--- config.mk ---
export PLATFORM = sky130hd
export DESIGN_NAME = icrl_top
export DESIGN_NICKNAME = d
export VERILOG_FILES = /design/src/rtl/icrl_pkg.sv /design/src/rtl/icrl_cond_det.sv /design/src/rtl/icrl_top.sv
export SDC_FILE = /design/constraint.sdc
export NUM_CORES = 1
export LEC_CHECK = 0
export ABC_AREA = 1
export BUFFER_PORTS_ARGS = -buffer_cell sky130_fd_sc_hd__clkbuf_2
export CORE_MARGIN = 8
export CORE_UTILIZATION = 47
export CTS_CLUSTER_SIZE = 20
export DETAILED_ROUTE_END_ITERATION = 7
export PLACE_DENSITY = 0.8
export SLEW_MARGIN = 0
export SYNTH_ARGS = -nofsm -noshare
export SYNTH_HDL_FRONTEND = slang
export SYNTH_SLANG_ARGS = --single-unit
--- constraint.sdc ---
create_clock -name CLK_IN -period 1.8 [get_ports CLK_IN]
set_clock_uncertainty 0.1 [all_clocks]
set_input_delay 0.18 -clock CLK_IN [delete_from_list [all_inputs] [get_ports CLK_IN]]
set_output_delay 0.18 -clock CLK_IN [all_outputs]
set_load 0.05 [all_outputs]
--- src/rtl/icrl_pkg.sv ---
package icrl_pkg;

   ////////////////////////////////////////////////////////////////////////////////
   // register byte addresses
   localparam logic [31:0] CTRL_ADDR     = 32'h0021_7008;
   localparam logic [31:0] STAT_ADDR     = 32'h0021_7010;
   localparam logic [31:0] IRQ_STAT_ADDR = 32'h0021_7014;
   localparam logic [31:0] IRQ_MASK_ADDR = 32'h0021_7018;

   ////////////////////////////////////////////////////////////////////////////////
   // control register fields
   localparam int EN_BIT   = 7;
   localparam int IEN_BIT  = 6;
   localparam int MSEL_BIT = 5;
   localparam int DIR_BIT  = 4;
   localparam int ACKD_BIT = 3;
   localparam int REPEAT_START_REQUEST_BIT = 2;

   // status and interrupt status fields
   localparam int TC_BIT    = 7;
   localparam int AAS_BIT   = 6;
   localparam int BUSY_BIT  = 5;
   localparam int ARB_BIT   = 4;
   localparam int SRW_BIT   = 2;
   localparam int IFLAG_BIT = 1;
   localparam int RXAK_BIT  = 0;

   ////////////////////////////////////////////////////////////////////////////////
   // reset values
   localparam logic [7:0] IRQ_MASK_RESET = 8'h00;
   localparam logic       TC_RESET       = 1'b1;

   // bit counter codes
   localparam logic [3:0] BIT_ACK  = 4'h7;
   localparam logic [3:0] BIT_LAST = 4'h8;
   localparam logic [3:0] BIT_PRE  = 4'hF;

   // bit timing: half of a 100 kHz bit period, least time so rounded up
   localparam int CLK_PERIOD_NS   = 10;
   localparam int BIT_HALF_NS     = 5000;
   localparam int BIT_HALF_CYCLES = (BIT_HALF_NS + CLK_PERIOD_NS - 1) / CLK_PERIOD_NS;

   typedef enum logic [2:0]
   {
      M_IDLE   = 3'b000,
      M_START  = 3'b001,
      M_HOLD   = 3'b010,
      M_LOW    = 3'b011,
      M_HIGH   = 3'b100,
      M_STOP   = 3'b101,
      M_RSTART = 3'b110
   } icrl_mstate_type;

endpackage : icrl_pkg

--- src/rtl/icrl_cond_det.sv ---
`timescale 1ns/10ps
module icrl_cond_det
(
   input  wire logic clk_in,
   input  wire logic rst_in,
   input  wire logic enable_in,
   input  wire logic scl_in,
   input  wire logic sda_in,
   output logic      start_out,
   output logic      stop_out,
   output logic      scl_rise_out,
   output logic      scl_fall_out,
   output logic      busy_out
);

   logic scl_q;
   logic sda_q;
   logic busy_q;

   ////////////////////////////////////////////////////////////////////////////////
   // previous line levels, idle high
   always_ff @(posedge clk_in)
   begin
      if (rst_in)
      begin
         scl_q <= 1'b1;
         sda_q <= 1'b1;
      end
      else
      begin
         scl_q <= scl_in;
         sda_q <= sda_in;
      end
   end

   // conditions only reported while enabled
   assign start_out    = enable_in & scl_q & scl_in & sda_q & ~sda_in;
   assign stop_out     = enable_in & scl_q & scl_in & ~sda_q & sda_in;
   assign scl_rise_out = enable_in & ~scl_q & scl_in;
   assign scl_fall_out = enable_in & scl_q & ~scl_in;
   assign busy_out     = busy_q;

   ////////////////////////////////////////////////////////////////////////////////
   // bus busy: forgotten on disable, a fresh enable knows no traffic
   always_ff @(posedge clk_in)
   begin
      if (rst_in | ~enable_in)
         busy_q <= 1'b0;
      else if (start_out)
         busy_q <= 1'b1;
      else if (stop_out)
         busy_q <= 1'b0;
   end

endmodule : icrl_cond_det

--- src/rtl/icrl_top.sv ---
// Behaviour
// - enable bit 7 clear holds module in reset; registers stay accessible.
// - slave enabled mid-transfer ignores it and starts at next START.
// - master just enabled knows no busy bus; arbitration sorts it out.
// - interrupt enable bit 6 gates output with flag; clearing keeps pending events.
// - master select 0 to 1 issues START and master operation.
// - master select 1 to 0 issues STOP and returns to slave.
// - lost arbitration clears master select by hardware unless a control write other than a lost START comes in the same cycle, no STOP driven.
// - direction bit 4: 0 receive, 1 transmit, master and slave.
// - ack-disable bit 3: 0 drives ACK at ninth clock, 1 leaves high.
// - ack-disable only matters when this module receives.
// - writing repeat-start bit 2 makes repeated START; it reads 0.
// - repeated START without bus ownership counts as lost arbitration.
// - control bits 31-8 and 1-0 read zero.
// - any control register write clears addressed-as-slave flag unless an address match comes in the same cycle.
// - transfer-complete sets at falling edge of ninth clock.
`timescale 1ns/10ps
module icrl_top
#(
   parameter int HALF_CYCLES = icrl_pkg::BIT_HALF_CYCLES
)
(
   input  wire logic        CLK_IN,
   input  wire logic        RESET_IN,
   input  wire logic        PSEL_IN,
   input  wire logic        PENABLE_IN,
   input  wire logic        PWRITE_IN,
   input  wire logic [31:0] PADDR_IN,
   input  wire logic [31:0] PWDATA_IN,
   output logic      [31:0] PRDATA_OUT,
   output logic             PREADY_OUT,
   output logic             PSLVERR_OUT,
   output logic             IRQ_OUT,
   input  wire logic [6:0]  SLAVE_ADDR_IN,
   input  wire logic [7:0]  TX_DATA_IN,
   input  wire logic        BYTE_GO_IN,
   output logic      [7:0]  RX_DATA_OUT,
   input  wire logic        SCL_IN,
   output logic             SCL_OUT,
   output logic             SCL_OE_OUT,
   input  wire logic        SDA_IN,
   output logic             SDA_OUT,
   output logic             SDA_OE_OUT
);

   localparam logic [11:0] HALF_LD = 12'(HALF_CYCLES);

   icrl_pkg::icrl_mstate_type m_q;
   logic [1:0]  ph_q;
   logic [11:0] tmr_q;
   logic        en_q, ien_q, msel_q, dir_q, ackd_q;
   logic [7:0]  irq_stat_q, irq_mask_q, shift_q, rx_q;
   logic [31:0] prdata_q;
   logic [3:0]  bit_q;
   logic        listen_q, addr_ph_q, aas_q, srw_q, rxack_q, tc_q;
   logic        eng_sda_low_q, hold_q, m_scl_low_q, m_sda_low_q, stop_pend_q, repeat_start_request_pend_q;
   logic        start_det, stop_det, scl_rise, scl_fall, busy;

   ////////////////////////////////////////////////////////////////////////////////
   // apb decode; zero wait states
   wire setup    = PSEL_IN & ~PENABLE_IN;
   wire access   = PSEL_IN & PENABLE_IN;
   wire hit_ctrl = PADDR_IN == icrl_pkg::CTRL_ADDR;
   wire hit_stat = PADDR_IN == icrl_pkg::STAT_ADDR;
   wire hit_ist  = PADDR_IN == icrl_pkg::IRQ_STAT_ADDR;
   wire hit_imsk = PADDR_IN == icrl_pkg::IRQ_MASK_ADDR;
   wire hit      = hit_ctrl | hit_stat | hit_ist | hit_imsk;
   wire wr       = access & PWRITE_IN & hit;
   wire ctrl_wr  = wr & hit_ctrl;
   wire ist_rd   = access & ~PWRITE_IN & hit_ist;

   assign PREADY_OUT  = 1'b1;
   assign PSLVERR_OUT = access & ~hit;
   assign PRDATA_OUT  = prdata_q;

   ////////////////////////////////////////////////////////////////////////////////
   // control requests need enable already set
   wire start_req = ctrl_wr & en_q & PWDATA_IN[icrl_pkg::MSEL_BIT] & ~msel_q;
   wire stop_req  = ctrl_wr & en_q & ~PWDATA_IN[icrl_pkg::MSEL_BIT] & msel_q;
   wire repeat_start_request_wr   = ctrl_wr & en_q & PWDATA_IN[icrl_pkg::REPEAT_START_REQUEST_BIT];
   wire m_own     = m_q != icrl_pkg::M_IDLE;

   // busy knows only traffic since enable; start on busy bus loses
   wire start_lost = start_req & busy;
   // repeat start while not owning the bus
   wire repeat_start_request_lost  = repeat_start_request_wr & ~m_own;

   // slave joins only after a START it saw
   wire part     = m_own | (listen_q & (addr_ph_q | aas_q));
   wire eng_act  = part & ~start_det & ~stop_det;
   wire addr_hit = shift_q[7:1] == SLAVE_ADDR_IN;
   wire data_bit = bit_q < icrl_pkg::BIT_LAST;

   wire tx_now = dir_q;

   wire arb_bit   = eng_act & scl_rise & m_own & tx_now & data_bit
                    & ~eng_sda_low_q & ~m_sda_low_q & ~SDA_IN;
   wire arb_evt   = arb_bit | start_lost | repeat_start_request_lost;
   wire ninth     = eng_act & scl_fall & (bit_q == icrl_pkg::BIT_LAST);
   wire match_evt = eng_act & scl_fall & (bit_q == icrl_pkg::BIT_ACK) & addr_ph_q & addr_hit;

   ////////////////////////////////////////////////////////////////////////////////
   // bus condition detector
   icrl_cond_det u_det
   (
      .clk_in       (CLK_IN),
      .rst_in       (RESET_IN),
      .enable_in    (en_q),
      .scl_in       (SCL_IN),
      .sda_in       (SDA_IN),
      .start_out    (start_det),
      .stop_out     (stop_det),
      .scl_rise_out (scl_rise),
      .scl_fall_out (scl_fall),
      .busy_out     (busy)
   );

   ////////////////////////////////////////////////////////////////////////////////
   // control register; only bits 7..2 exist, repeat start is not stored
   always_ff @(posedge CLK_IN)
   begin
      if (RESET_IN)
      begin
         en_q   <= 1'b0;
         ien_q  <= 1'b0;
         msel_q <= 1'b0;
         dir_q  <= 1'b0;
         ackd_q <= 1'b0;
      end
      else if (ctrl_wr)
      begin
         en_q   <= PWDATA_IN[icrl_pkg::EN_BIT];
         ien_q  <= PWDATA_IN[icrl_pkg::IEN_BIT];
         msel_q <= PWDATA_IN[icrl_pkg::MSEL_BIT] & ~start_lost;
         dir_q  <= PWDATA_IN[icrl_pkg::DIR_BIT];
         ackd_q <= PWDATA_IN[icrl_pkg::ACKD_BIT];
      end
      // hardware drops master select on lost arbitration; a control write in the same cycle wins, except a START lost on a busy bus
      else if (arb_evt)
         msel_q <= 1'b0;
   end

   ////////////////////////////////////////////////////////////////////////////////
   // read data captured in setup, stable through access
   wire        iflag   = |(irq_stat_q & irq_mask_q);
   wire [31:0] ctrl_rd = {24'h000000, en_q, ien_q, msel_q, dir_q, ackd_q, 3'h0};
   wire [31:0] stat_rd = {24'h000000, tc_q, aas_q, busy, irq_stat_q[icrl_pkg::ARB_BIT],
                          1'b0, srw_q, iflag, rxack_q};
   wire [31:0] rd_mux  = hit_ctrl ? ctrl_rd :
                         hit_stat ? stat_rd :
                         hit_ist  ? {24'h000000, irq_stat_q} :
                         hit_imsk ? {24'h000000, irq_mask_q} : 32'h00000000;

   always_ff @(posedge CLK_IN)
   begin
      if (RESET_IN)
         prdata_q <= 32'h00000000;
      else if (setup & ~PWRITE_IN)
         prdata_q <= rd_mux;
   end

   ////////////////////////////////////////////////////////////////////////////////
   // read clears returned bits; a new event wins
   wire [7:0] evt = {ninth, match_evt, 1'b0, arb_evt, 4'h0};
   wire [7:0] clr = ist_rd ? prdata_q[7:0] : 8'h00;

   always_ff @(posedge CLK_IN)
   begin
      if (RESET_IN)
      begin
         irq_stat_q <= 8'h00;
         irq_mask_q <= icrl_pkg::IRQ_MASK_RESET;
      end
      else
      begin
         irq_stat_q <= (irq_stat_q & ~clr) | evt;
         if (wr & hit_imsk)
            irq_mask_q <= PWDATA_IN[7:0];
      end
   end

   // interrupt enable gates the output only; pending bits stay
   assign IRQ_OUT = en_q & ien_q & iflag;

   ////////////////////////////////////////////////////////////////////////////////
   // master sequencer; timer stops when idle, holding or stretched
   wire tick     = tmr_q == 12'h000;
   wire tmr_hold = (m_q == icrl_pkg::M_IDLE) | (m_q == icrl_pkg::M_HOLD) | (~m_scl_low_q & ~SCL_IN);

   always_ff @(posedge CLK_IN)
   begin
      // disable idles the sequencer; lost arbitration leaves without STOP
      if (RESET_IN | ~en_q | arb_evt)
      begin
         m_q         <= icrl_pkg::M_IDLE;
         ph_q        <= 2'h0;
         tmr_q       <= HALF_LD;
         m_scl_low_q <= 1'b0;
         m_sda_low_q <= 1'b0;
         stop_pend_q <= 1'b0;
         repeat_start_request_pend_q <= 1'b0;
      end
      else
      begin
         tmr_q <= (tick | tmr_hold) ? HALF_LD : tmr_q - 12'h001;
         if (stop_req)
            stop_pend_q <= 1'b1;
         if (repeat_start_request_wr)
            repeat_start_request_pend_q <= 1'b1;
         case (m_q)
            // rising master select pulls SDA low with SCL high
            icrl_pkg::M_IDLE:
               if (start_req)
               begin
                  m_sda_low_q <= 1'b1;
                  m_q         <= icrl_pkg::M_START;
               end
            icrl_pkg::M_START:
               if (tick)
               begin
                  m_scl_low_q <= 1'b1;
                  m_q         <= icrl_pkg::M_HOLD;
               end
            // STOP or restart acted on between bytes only
            icrl_pkg::M_HOLD:
               if (stop_pend_q)
               begin
                  stop_pend_q <= 1'b0;
                  m_sda_low_q <= 1'b1;
                  ph_q        <= 2'h0;
                  m_q         <= icrl_pkg::M_STOP;
               end
               else if (repeat_start_request_pend_q)
               begin
                  repeat_start_request_pend_q <= 1'b0;
                  m_sda_low_q <= 1'b0;
                  ph_q        <= 2'h0;
                  m_q         <= icrl_pkg::M_RSTART;
               end
               else if (BYTE_GO_IN)
               begin
                  m_sda_low_q <= 1'b0;
                  m_q         <= icrl_pkg::M_LOW;
               end
            icrl_pkg::M_LOW:
               if (tick)
               begin
                  m_scl_low_q <= 1'b0;
                  m_q         <= icrl_pkg::M_HIGH;
               end
            icrl_pkg::M_HIGH:
               if (tick)
               begin
                  m_scl_low_q <= 1'b1;
                  m_q         <= (bit_q == icrl_pkg::BIT_LAST) ? icrl_pkg::M_HOLD : icrl_pkg::M_LOW;
               end
            // falling master select: release SCL, then SDA while SCL high
            icrl_pkg::M_STOP:
               if (tick)
               begin
                  ph_q <= ph_q + 2'h1;
                  if (ph_q == 2'h0)
                     m_scl_low_q <= 1'b0;
                  else
                  begin
                     m_sda_low_q <= 1'b0;
                     m_q         <= icrl_pkg::M_IDLE;
                  end
               end
            // release SCL, pull SDA low while high, then SCL low again
            icrl_pkg::M_RSTART:
               if (tick)
               begin
                  ph_q <= ph_q + 2'h1;
                  if (ph_q == 2'h0)
                     m_scl_low_q <= 1'b0;
                  else if (ph_q == 2'h1)
                     m_sda_low_q <= 1'b1;
                  else
                  begin
                     m_scl_low_q <= 1'b1;
                     m_q         <= icrl_pkg::M_HOLD;
                  end
               end
            default:
               m_q <= icrl_pkg::M_IDLE;
         endcase
      end
   end

   ////////////////////////////////////////////////////////////////////////////////
   // byte engine for master and slave, stepped by SCL edges
   always_ff @(posedge CLK_IN)
   begin
      // disable clears all protocol state and releases the lines
      if (RESET_IN | ~en_q)
      begin
         bit_q         <= icrl_pkg::BIT_PRE;
         shift_q       <= 8'h00;
         rx_q          <= 8'h00;
         listen_q      <= 1'b0;
         addr_ph_q     <= 1'b0;
         aas_q         <= 1'b0;
         srw_q         <= 1'b0;
         rxack_q       <= 1'b1;
         tc_q          <= icrl_pkg::TC_RESET;
         eng_sda_low_q <= 1'b0;
         hold_q        <= 1'b0;
      end
      else
      begin
         // control write clears address flag; a match wins
         if (ctrl_wr)
            aas_q <= 1'b0;
         if (arb_evt)
            eng_sda_low_q <= 1'b0;
         // a START arms the slave unless master, the old byte is dropped
         if (start_det)
         begin
            bit_q     <= icrl_pkg::BIT_PRE;
            listen_q  <= ~m_own;
            addr_ph_q <= ~m_own;
         end
         else if (stop_det)
         begin
            listen_q      <= 1'b0;
            hold_q        <= 1'b0;
            eng_sda_low_q <= 1'b0;
         end
         else
         begin
            if (BYTE_GO_IN & (hold_q | m_own))
            begin
               shift_q       <= TX_DATA_IN;
               eng_sda_low_q <= tx_now & ~TX_DATA_IN[7];
               hold_q        <= 1'b0;
               tc_q          <= 1'b0;
            end
            if (eng_act & scl_rise & data_bit)
               shift_q <= {shift_q[6:0], SDA_IN};
            if (eng_act & scl_rise & ~data_bit)
               rxack_q <= SDA_IN;
            if (eng_act & scl_fall)
            begin
               if (bit_q == icrl_pkg::BIT_PRE)
                  bit_q <= 4'h0;
               else if (bit_q == icrl_pkg::BIT_ACK)
               begin
                  bit_q <= icrl_pkg::BIT_LAST;
                  if (addr_ph_q)
                  begin
                     addr_ph_q     <= 1'b0;
                     listen_q      <= addr_hit;
                     eng_sda_low_q <= addr_hit;
                     if (addr_hit)
                     begin
                        aas_q <= 1'b1;
                        srw_q <= shift_q[0];
                     end
                  end
                  // drive ACK unless disabled; only as receiver
                  else
                     eng_sda_low_q <= ~tx_now & ~ackd_q;
               end
               // ninth fall completes the byte; slave stretches
               else if (bit_q == icrl_pkg::BIT_LAST)
               begin
                  bit_q         <= 4'h0;
                  tc_q          <= 1'b1;
                  rx_q          <= shift_q;
                  eng_sda_low_q <= 1'b0;
                  hold_q        <= ~m_own;
               end
               else
               begin
                  bit_q         <= bit_q + 4'h1;
                  eng_sda_low_q <= tx_now & ~shift_q[7];
               end
            end
         end
      end
   end

   ////////////////////////////////////////////////////////////////////////////////
   // open-drain pins: only ever pulled low
   assign SCL_OUT     = 1'b0;
   assign SDA_OUT     = 1'b0;
   assign SCL_OE_OUT  = m_scl_low_q | hold_q;
   assign SDA_OE_OUT  = m_sda_low_q | eng_sda_low_q;
   assign RX_DATA_OUT = rx_q;

endmodule : icrl_top

Word-level counts from Yosys, hierarchy flattened
Cells that the tools add are included.

storage, ports and cells
  RAM bits = 0
  input bits = 87
  output and inout port bits = 47
  ROM bits = 0
  latch bits = 0
  register bits = 105
  logic and storage cells = 290
  memories kept = 0

cells by class
  reduce and logical (&&, ||, !) cells = 32
  divide/modulo/power cells = 0
  equal/unequal tests = 34
  $mul = 0
  mux-type cells = 96
  magnitude comparators = 1
  shift operators = 0
  add/subtract/negate cells = 3
  bitwise operators = 95

operator list
  cell                   number
  $eq 32x22->1 const B   4
  $mux 1                 67
  $mux 8                 7
  $and 1x1->1            52
  $mux 3                 12
  $ne 2x2->1 const B     13
  $not 1->1              24
  $pmux 3 s7             1
  $and 8x8->8            2
  $or 1x1->1             15
  $reduce_and 7->1       2
  $logic_not 12->1       1
  $mux 4                 3
  $reduce_bool 2->1      6
  $reduce_bool 3->1      4
  $sub 12x1->12 const B  1
  $reduce_and 10->1      1
  $eq 3x3->1 const B     3
  $ne 3x3->1 const B     3
  $reduce_and 3->1       3
  $eq 4x4->1 const B     2
  $not 8->8              1
  $or 8x8->8             1
  $pmux 1 s4             2
  other kinds (21)       31

Logic depth before layout (Yosys ltp)
Gate-level depths: netlist of run 1.

  depth in word-level cells = 22
  gate-level depth with buffers = 15
  gate-level depth less buffers = 15

By module
A second synthesis of run 1 with hierarchy kept.

second synthesis, totals
  cells, all modules = 645
  area, all modules = 4624.4 µm²

modules (own cells, without submodules)
  module         instances  seq. area each (µm²)  area an instance (µm²)  cells each
  icrl_top       1          1561.5                4465.5                  622
  icrl_cond_det  1          60.1                  158.9                   23

Worst setup path after synthesis of run 1
Ideal clock, no wire load.

  path kind = register to output
  from = register irq_mask_q[4]
  to = output IRQ_OUT
  data required time = 1.520 ns
  data arrival time = 1.621 ns
  slack = -0.101 ns
  buffers on the path = 0
  stages on the path, launching flop included = 5
  path through = dfxtp_1 inv_1 o21ai_0 a2111oi_0 nor3_1

between the ends
  cells in the longest elaborated chain, start to end = 3

RTL lines
  what                    RTL line         source
  start, declared         icrl_top.sv:52   logic [7:0] irq_stat_q, irq_mask_q, shift_q, rx_q;
  start signal, assigned  icrl_top.sv:172  irq_mask_q <= icrl_pkg::IRQ_MASK_RESET;
  start signal, assigned  icrl_top.sv:178  irq_mask_q <= PWDATA_IN[7:0];
  $and 8x8->8             icrl_top.sv:145  wire iflag = |(irq_stat_q & irq_mask_q);
  $reduce_or 8->1         icrl_top.sv:145
  $and 1x1->1             icrl_top.sv:183  assign IRQ_OUT = en_q & ien_q & iflag;
  end, declared           icrl_top.sv:33   output logic IRQ_OUT,

No other way between the ends.

Worst setup path after layout of run 1
  from = register tmr_q[0]
  to = register m_q[0]

between the ends
  cells in the longest elaborated chain, start to end = 3
  elaborated cells on any way between the ends = 7
  those cells by class = eq/ne: 5; reduce/logical: 2

RTL lines
  what                             RTL line         source
  start, declared                  icrl_top.sv:50   logic [11:0] tmr_q;
  start signal, assigned           icrl_top.sv:205  tmr_q <= (tick | tmr_hold) ? HALF_LD : tmr_q - 12'h001;
  $logic_not 12->1 (*)             icrl_top.sv:187  wire tick = tmr_q == 12'h000;
  $ne 2x2->1 (no line)             --
  $reduce_and 10->1 (no line) (*)  --
  end signal, assigned             icrl_top.sv:195  m_q <= icrl_pkg::M_IDLE;
  end signal, assigned             icrl_top.sv:216  m_q <= icrl_pkg::M_START;
  end signal, assigned             icrl_top.sv:222  m_q <= icrl_pkg::M_HOLD;
  end, declared                    icrl_top.sv:48   icrl_pkg::icrl_mstate_type m_q;

Every way passes the cells marked *; elsewhere a longest branch is shown, timed or not.
A chain may end at the register's enable or synchronous reset.

==> results.sh, run 1 <==
export IMPL_ir_worst_vdd_mv=0.465
export IMPL_final_common_cell="inv_1"
export IMPL_worstHoldStart="TX_DATA_IN[5]"
export IMPL_synth_cell_types=53
export IMPL_die_h_um=115
export IMPL_critPathMaxFanout=6
export IMPL_fill_cells=762
export IMPL_cp_arrival_ns=2.27
export IMPL_critPathLaunchType="flip-flop"
export IMPL_place_inst=893
export IMPL_rsz0062_at_grt="yes"
export IMPL_layout_cells_non_filler=955
export IMPL_p_leak_nw=2.99
export IMPL_synthXorXnorAreaFrac=0.0190
export IMPL_maxCapViolations=0
export IMPL_async_flop_share=0
export IMPL_vias=4912
export IMPL_final_antenna_net_count=0
export IMPL_overflow=0
export IMPL_rows=36
export IMPL_cts_buffers=9
export IMPL_synth_seq_cells=81
export IMPL_crit_top_cell="nand3_4"
export IMPL_final_min_clock_period_ns=2.06
export IMPL_avgSynthCellArea_um2=7.20
export IMPL_grt_max_degree=19
export IMPL_synth_seq_area_share=0.353
export IMPL_ctsLongestPathBuffers=2
export IMPL_rr_startpoint="tmr_q[0]$_SDFF_PP0_"
export IMPL_power_density_nw_per_um2=580
export IMPL_finalHoldViolations=0
export IMPL_core_area_um2=9640
export IMPL_crit_type="reg2reg"
export IMPL_grt_pass1_wl_um=20700
export IMPL_drive_above_1_share=0.376
export IMPL_synth_cells=639
export IMPL_final_cell_mix="inv_1, nand2_1, clkbuf_2, buf_4, dfxtp_1"
export IMPL_synth_edff_count=0
export IMPL_start_util=0.477
export IMPL_nets=909
export IMPL_grt_pass1_vias=4564
export IMPL_synth_area_mux_share=0
export IMPL_antenna_found_initial=0
export IMPL_root_buffer="clkbuf_8"
export IMPL_drtIter0Drc=362
export IMPL_crit_slowest_cell="dfxtp_2"
export IMPL_grt_usage=0.193
export IMPL_synthSimpleGateAreaFrac=0.278
export IMPL_multi_input_area_um2=2710
export IMPL_h_tree_depth=3
export IMPL_syn_to_final_growth_pct=38.9
export IMPL_cp_top_family="simple AND/OR/NAND/NOR gates"
export IMPL_drcViolationCount=0
export IMPL_path_cells="inv_2, ha_4, nand2_4, nor2_4, nand3_4, nor2_8, nand3_4, o21ai_2, nand2_1, nor2_2, nand3_4, a21oi_2, nor2_1, nor2_1"
export IMPL_antennaDiodeCount=0
export IMPL_cts_tree="done"
export IMPL_crit_start="tmr_q[0]$_SDFF_PP0_"
export IMPL_clk_pin_slew_worst_paths_ns=0.10
export IMPL_fin_tns_setup_ns=-1.41
export IMPL_synthTopCellsByArea="dfxtp_1, inv_1, nand2_1"
export IMPL_die_w_um=115
export IMPL_maxSlewViolCount=0
export IMPL_violations="negative setup slack"
export IMPL_avgViaCountPerCell=5.14
export IMPL_synth_top_area_frac=0.353
export IMPL_synth_top_family_by_area="simple AND/OR/NAND/NOR gates"
export IMPL_io_buffers=82
export IMPL_gp_congestion=0.889
export IMPL_ys_flop_type="dfxtp_1"
export IMPL_drt_total_wl_um=14000
export IMPL_hp_class="in2reg"
export IMPL_outcome="finished, violations left"
export IMPL_dieArea_um2=13200
export IMPL_syn_area_um2=4600
export IMPL_wl_per_cell_um=14.6
export IMPL_cp_end_kind="flip-flop"
export IMPL_critPathMaxStageDelay_ns=0.33
export IMPL_hold_ws_ns=0.0827
export IMPL_crit_buf_inv=1
export IMPL_post_route_worst_setup_slack_ns=-0.260
export IMPL_pin_count=134
export IMPL_worstSkewPairLatency_ns=0.37
export IMPL_max_freq_mhz=485
export IMPL_worstPathRequired_ns=2.00
export IMPL_synth_area_leader_cell="dfxtp_1"
export IMPL_yosys_warnings=0
export IMPL_seq_area_um2=1640
export IMPL_first_pass_iters=5
export IMPL_hpwl_um=9560
export IMPL_synth_compound_area_frac=0.186
export IMPL_setup_violations=15
export IMPL_cts_num_sinks=81
export IMPL_finalCritPeriodShare=1.14
export IMPL_synth_fa_ha_area_frac=0.0136
-- where the power goes --
part	switching (W)	internal, W	total [W]
Clock	0.000775	0.000810	0.00159
Combinational	0.000228	0.0000946	0.000322
Sequential	0.00000216	0.00179	0.00179
-- logic make-up (layout without fill, tap and decap cells) --
logic type | count (synthesis) | count (layout)
fa+ha+maj | 5 | 5
other cells | 2 | 27
xor+xnor | 10 | 10
simple gates | 254 | 254
flops | 81 | 81
compound gates | 137 | 137
buf+inv | 150 | 308
-- synth_stat cells (all sizes together) (5+ instances only) --
master    n
nand2   114
inv     112
dfxtp    81
nor2     78
a21oi    52
o21ai    39
buf      32
nand3    26
nor3     16
o31ai    10
nand4     8
o211ai    8
a211oi    7
a221oi    7
xor2      7
ha        5
or2       5
-- per-stage QoR --
stage / total power [W] / worst slack [ns] / utilization / cell area [um^2]
3_5_place_dp: 0.00213 / -0.181 / 0.561 / 5410
3_3_place_gp: 0.00212 / -0.0837 / 0.561 / 5410
6_report: 0.00370 / -0.260 / 0.662 / 6380
4_1_cts: 0.00370 / -0.187 / 0.611 / 5890
2_1_floorplan: 0.00207 / -0.0194 / - / 4720
5_1_grt: 0.00380 / -0.360 / 0.662 / 6380
-- what timing repair did --
action,4_1_cts,5_1_grt
hold buffers,9,0
buffers inserted,13,27
hold endpoints to repair,14,0
pin swaps,4,37
resized for setup,19,90
setup endpoints to repair,20,44
-- worst reg2reg max path, delay by kind of cell (launching register included) --
family	cells	cell delay, ns
compound gates	2	0.30
fa+ha+maj	1	0.15
buf+inv	1	0.07
flops	1	0.33
simple gates	10	1.05
-- final timing paths --
kind	cells past startpoint	endpoint	slack (ns)
worst max-delay path	14	m_q[0]$_SDFFE_PP0P_	-0.26
worst min-delay path	3	shift_q[5]$_SDFFE_PP0P_	0.08
worst max register to register	14	m_q[0]$_SDFFE_PP0P_	-0.26
worst min register to register	2	m_sda_low_q$_SDFFE_PP0P_	0.36
-- registers in the layout, summed over array words and instances (netlist names), 2 cells and up --
name,cells
tmr_q,12
irq_stat_q,8
irq_mask_q,8
PRDATA_OUT,8
m_q,3
shift_q,8
RX_DATA_OUT,8
ph_q,2
bit_q,4
-- layout make-up --
cell class | instances | area share
Clock inverter | 7 | 0.0169
Clock buffer | 9 | 0.0194
Tap cell | 133 | 0.0261
Sequential cell | 81 | 0.257
Multi-Input combinational cell | 433 | 0.424
Inverter | 115 | 0.0698
Timing Repair Buffer | 177 | 0.187
-- metal layers --
metal	routed length, um	global-route usage	share of wire
met5	0	0	0
met4	308	0.0718	0.022
met3	1050	0.0436	0.075
met2	7290	0.352	0.52
met1	5310	0.214	0.38
Note: power is estimated with default switching activity, not from simulation.
==> inputs of run 2 (changes only) <==
Settings changed: PLACE_DENSITY 0.8 to 0.84.
==> run 2 against run 1 <==
The run still ends with negative setup slack left. Sequential power about the same. Final cell count decreased by 0.73%. Routed wire length is 0.77% higher. Global-route usage is 0.52 points lower. Utilization is 0.57 points lower. Fmax is 1.5% higher. Power decreased by 4.0%. Critical path type unchanged. Largest cell class unchanged.
==> results.sh, run 2 (same netlist as run 1, synthesis figures left out) <==
export IMPL_outcome="finished, violations left"
export IMPL_violations="negative setup slack"
export IMPL_maxSlewViolCount=0
export IMPL_io_buffers=82
export IMPL_h_tree_depth=3
export IMPL_antennaDiodeCount=0
export IMPL_max_freq_mhz=493
export IMPL_drt_total_wl_um=14100
export IMPL_critPathMaxFanout=7
export IMPL_die_w_um=115
export IMPL_finalCritPeriodShare=1.13
export IMPL_vias=4875
export IMPL_clk_pin_slew_worst_paths_ns=0.10
export IMPL_p_total_w=0.00355
export IMPL_drive_above_1_share=0.383
export IMPL_pre_cts_ws_ns=-0.135
export IMPL_start_util=0.477
export IMPL_ir_worst_vdd_mv=0.473
export IMPL_use_met1=0.208
export IMPL_largest_reg_flops=12
export IMPL_whs_path_depth=3
export IMPL_avgViaCountPerCell=5.14
export IMPL_grt_pass1_vias=4562
export IMPL_p_leak_nw=2.96
export IMPL_first_pass_iters=7
export IMPL_worstSkewPairLatency_ns=0.38
export IMPL_worstPathRequired_ns=1.96
export IMPL_grt_pass1_wl_um=20300
export IMPL_worstHoldStart="TX_DATA_IN[2]"
export IMPL_power_density_nw_per_um2=561
export IMPL_pin_count=134
export IMPL_use_met3=0.0473
export IMPL_ff2ff_setup_slack_ns=-0.23
export IMPL_syn_to_final_growth_pct=37.7
export IMPL_seq_area_um2=1650
export IMPL_final_min_clock_period_ns=2.03
export IMPL_hpwl_um=9240
export IMPL_crit_slowest_cell="dfxtp_2"
export IMPL_core_area_um2=9640
export IMPL_grt_max_degree=19
export IMPL_cts_num_sinks=81
export IMPL_placed_area_um2=5420
export IMPL_cp_end_kind="flip-flop"
export IMPL_grt_util_met2=0.343
export IMPL_cp_arrival_ns=2.19
export IMPL_worstMarginPinSlew_ns=0.532
export IMPL_cts_tree="done"
export IMPL_fin_area_um2=6330
export IMPL_rows=36
export IMPL_rsz0062_at_grt="yes"
export IMPL_hold_end="shift_q[2]$_SDFFE_PP0P_"
export IMPL_gp_congestion=0.887
export IMPL_fill_cells=782
export IMPL_rr_startpoint="tmr_q[0]$_SDFF_PP0_"
export IMPL_regMostFlops="tmr_q"
export IMPL_crit_top_cell="nand3_4"
export IMPL_critPathMaxStageDelay_ns=0.33
export IMPL_dieArea_um2=13200
export IMPL_nets=902
export IMPL_hold_ws_ns=0.0749
export IMPL_drtIter0Drc=352
export IMPL_reg2regPathDepth=14
export IMPL_finalHoldViolations=0
export IMPL_cts_buffers=9
export IMPL_final_antenna_net_count=0
export IMPL_wl_per_cell_um=14.8
export IMPL_final_common_cell="inv_1"
export IMPL_crit_type="reg2reg"
export IMPL_r2r_end="m_sda_low_q$_SDFFE_PP0P_"
export IMPL_relSlewSlack=0.645
export IMPL_maxCapViolations=0
export IMPL_setup_violations=21
export IMPL_path_cells="inv_2, ha_4, nand2_4, nor2_4, nand3_4, nor2_8, nand3_4, buf_4, inv_4, o21ai_2, nor3_2, nand3b_1, o21ai_1, a21oi_1"
export IMPL_root_buffer="clkbuf_8"
export IMPL_critPathLaunchType="flip-flop"
export IMPL_multi_input_area_um2=2730
export IMPL_antenna_found_initial=0
export IMPL_hp_class="in2reg"
export IMPL_die_h_um=115
export IMPL_overflow=0
export IMPL_grt_usage=0.188
export IMPL_ctsLongestPathBuffers=2
export IMPL_drcViolationCount=0
export IMPL_post_route_worst_setup_slack_ns=-0.230
export IMPL_final_cell_mix="inv_1, nand2_1, clkbuf_2, buf_4, dfxtp_1"
export IMPL_grt_busiest_layer="met2"
## run 2: worst max-delay path by stage
| stage | start | to | slack [ns] | depth (start not counted) |
|---|---|---|---|---|
| after global routing | tmr_q[0]$_SDFF_PP0_ | m_sda_low_q$_SDFFE_PP0P_ | -0.37 | 14 |
| after global placement | tmr_q[0]$_SDFF_PP0_ | m_q[0]$_SDFFE_PP0P_ | -0.09 | 14 |
| after floorplan | tmr_q[0]$_SDFF_PP0_ | m_q[0]$_SDFFE_PP0P_ | -0.02 | 14 |
| after detailed placement | PADDR_IN[31] | en_q$_SDFFE_PP0P_ | -0.13 | 13 |
| after CTS | tmr_q[0]$_SDFF_PP0_ | m_q[0]$_SDFFE_PP0P_ | -0.13 | 14 |
| final | tmr_q[0]$_SDFF_PP0_ | m_sda_low_q$_SDFFE_PP0P_ | -0.23 | 14 |
## run 2: through the flow
step	util	setup TNS, ns	instances
global placement	0.563	-0.420	895
floorplan	-	-0.0258	664
finish	0.657	-1.43	948
global route	0.657	-3.82	948
CTS	0.611	-0.852	931
detailed placement	0.563	-2.07	895
## run 2: report_power, final
group,leakage [nW],total [W],internal [W],switching (W)
logic,2.19,0.000326,0.0000959,0.000230
clock network,0.103,0.00143,0.000667,0.000765
registers,0.662,0.00179,0.00179,0.00000293
## run 2: repair_timing
| action | in CTS | in global routing |
|---|---|---|
| hold buffers | 9 | 0 |
| hold endpoints to repair | 14 | 0 |
| gates resized for setup | 28 | 99 |
| endpoints found under the setup margin | 18 | 48 |
| pin swaps | 7 | 34 |
| buffers inserted | 12 | 17 |
## run 2: layer usage
layer  routed length, um  part of all wire
met1                5310              0.38
met2                7270              0.52
met3                1130             0.080
met4                 349             0.025
met5                   0                 0
## run 2: critical path, delay by kind of cell, from the launching register on
family	cells	cell delay (ns)
compound gates	3	0.27
buf+inv	3	0.30
simple gates	7	0.78
fa+ha+maj	1	0.14
flops	1	0.33
## run 2: final cells by class
cell class,instances,share of cell area
inverter,115,0.0696
timing repair buffer,170,0.180
clock buffer,9,0.0196
sequential,81,0.261
multi-input combinational,433,0.431
clock inverter,7,0.0132
tap,133,0.0263
==> inputs of run 3 (changes only) <==
Settings changed: CORE_MARGIN 8 to default.
==> run 3 against run 2 <==
The run still ends with negative setup slack left. Final cell count decreased by 1.9%. Sequential power barely moved. Die area shrank 23%. Clock-buffer cell count rose by 3. Worst hold slack lost 0.053 ns. Via count down 4.2%. Non-clock buffer count decreased by 14. Routed wire length is 15% lower. Clock power hardly changed. Fmax down 0.25%. Cell area is 4.4% lower. Largest cell class unchanged.
==> results.sh, run 3 (same netlist as run 1, synthesis figures left out) <==
export IMPL_h_tree_depth=3
export IMPL_hold_ws_ns=0.0222
export IMPL_ir_worst_vdd_mv=0.283
export IMPL_grt_max_degree=19
export IMPL_cts_buffers=9
export IMPL_final_antenna_net_count=0
export IMPL_antennaDiodeCount=0
export IMPL_largest_reg_flops=12
export IMPL_placed_area_um2=5400
export IMPL_worstPathRequired_ns=1.94
export IMPL_drcViolationCount=0
export IMPL_drtIter0Drc=300
export IMPL_post_route_worst_setup_slack_ns=-0.235
export IMPL_crit_type="reg2reg"
export IMPL_die_h_um=101
export IMPL_ctsLongestPathBuffers=2
export IMPL_p_total_w=0.00352
export IMPL_vias=4671
export IMPL_grt_usage=0.231
export IMPL_core_area_um2=9370
export IMPL_setup_violations=15
export IMPL_gp_congestion=0.952
export IMPL_nets=888
export IMPL_max_freq_mhz=491
export IMPL_rows=35
export IMPL_rsz0062_at_grt="yes"
export IMPL_avgViaCountPerCell=5.02
export IMPL_dieArea_um2=10200
export IMPL_start_util=0.491
export IMPL_hpwl_um=8400
export IMPL_layout_cells_non_filler=930
export IMPL_io_buffers=82
export IMPL_drt_total_wl_um=12000
export IMPL_cp_arrival_ns=2.17
export IMPL_wl_per_cell_um=12.9
export IMPL_power_density_nw_per_um2=582
export IMPL_first_pass_iters=5
export IMPL_finalCritPeriodShare=1.13
export IMPL_maxCapViolations=0
export IMPL_pre_cts_ws_ns=-0.109
export IMPL_clk_pin_slew_worst_paths_ns=0.07
export IMPL_drive_above_1_share=0.342
export IMPL_maxSlewViolCount=0
export IMPL_worstSkewPairLatency_ns=0.36
export IMPL_critPathMaxFanout=6
export IMPL_grt_pass1_vias=4257
export IMPL_grt_pass1_wl_um=18700
export IMPL_hp_class="in2reg"
export IMPL_outcome="finished, violations left"
export IMPL_p_leak_nw=2.84
export IMPL_finalHoldViolations=0
export IMPL_critPathLaunchType="flip-flop"
export IMPL_place_inst=889
export IMPL_antenna_found_initial=0
export IMPL_regMostFlops="tmr_q"
export IMPL_final_min_clock_period_ns=2.04
export IMPL_final_common_cell="inv_1"
export IMPL_syn_to_final_growth_pct=31.6
export IMPL_final_cell_mix="inv_1, nand2_1, clkbuf_2, dfxtp_1, buf_4"
export IMPL_cts_tree="done"
export IMPL_cts_num_sinks=81
export IMPL_cp_end_kind="flip-flop"
export IMPL_die_w_um=101
export IMPL_violations="negative setup slack"
export IMPL_fin_area_um2=6050
export IMPL_root_buffer="clkbuf_8"
export IMPL_pin_count=134
export IMPL_overflow=0
run 3: layout make-up:
cell class | instances | area, um^2
repair buffers | 156 | 1010
flip-flops and latches | 81 | 1640
clock inverters | 4 | 50.0
multi-input cells | 433 | 2590
clock buffers | 12 | 165
fillers | 801 | 3320
inverters | 115 | 442
well taps | 129 | 161
run 3: final timing paths:
check / start / end / slack [ns] / depth (start not counted)
max: tmr_q[0]$_SDFF_PP0_ / m_q[2]$_SDFFE_PP0P_ / -0.24 / 13
min: PWDATA_IN[2] / repeat_start_request_pend_q$_SDFF_PP0_ / 0.02 / 3
max reg2reg: tmr_q[0]$_SDFF_PP0_ / m_q[2]$_SDFFE_PP0P_ / -0.24 / 13
min reg2reg: m_sda_low_q$_SDFFE_PP0P_ / m_sda_low_q$_SDFFE_PP0P_ / 0.38 / 2
run 3: per-layer routing:
metal / up-vias / wire length [um] / global-route usage
li1: 2347 / - / -
met3: 32 / 848 / 0.0492
met1: 2093 / 5020 / 0.280
met4: 0 / 268 / 0.0792
met5: - / 0 / 0
met2: 199 / 5870 / 0.404
run 3: metrics by stage:
stage	setup TNS [ns]	util
global placement	-0.250	0.577
CTS	-0.590	0.617
detailed placement	-0.913	0.577
floorplan	-0.0258	-
global route	-4.13	0.646
finish	-1.47	0.646
run 3: report_power, final:
part | internal [W] | switching, W
combinational | 0.0000919 | 0.000221
sequential | 0.00179 | 0.00000204
clock | 0.000752 | 0.000668
run 3: timing repair:
action	4_1_cts	5_1_grt
gates resized for setup	13	64
setup buffers	7	12
setup endpoints to repair	13	40
pin swaps	0	32
hold buffers	8	0
endpoints found under the hold margin	12	0
run 3: worst max-delay path, stage by stage (launching register included):
cell,delay [ns]
dfxtp_2,0.33
inv_2,0.07
ha_4,0.14
nand2_4,0.05
nor2_4,0.13
nand3_4,0.10
nor2_8,0.14
nand3_4,0.11
o211ai_1,0.17
nand2_2,0.13
nor2_4,0.15
nand3_4,0.12
nor2_1,0.14
a211oi_2,0.05
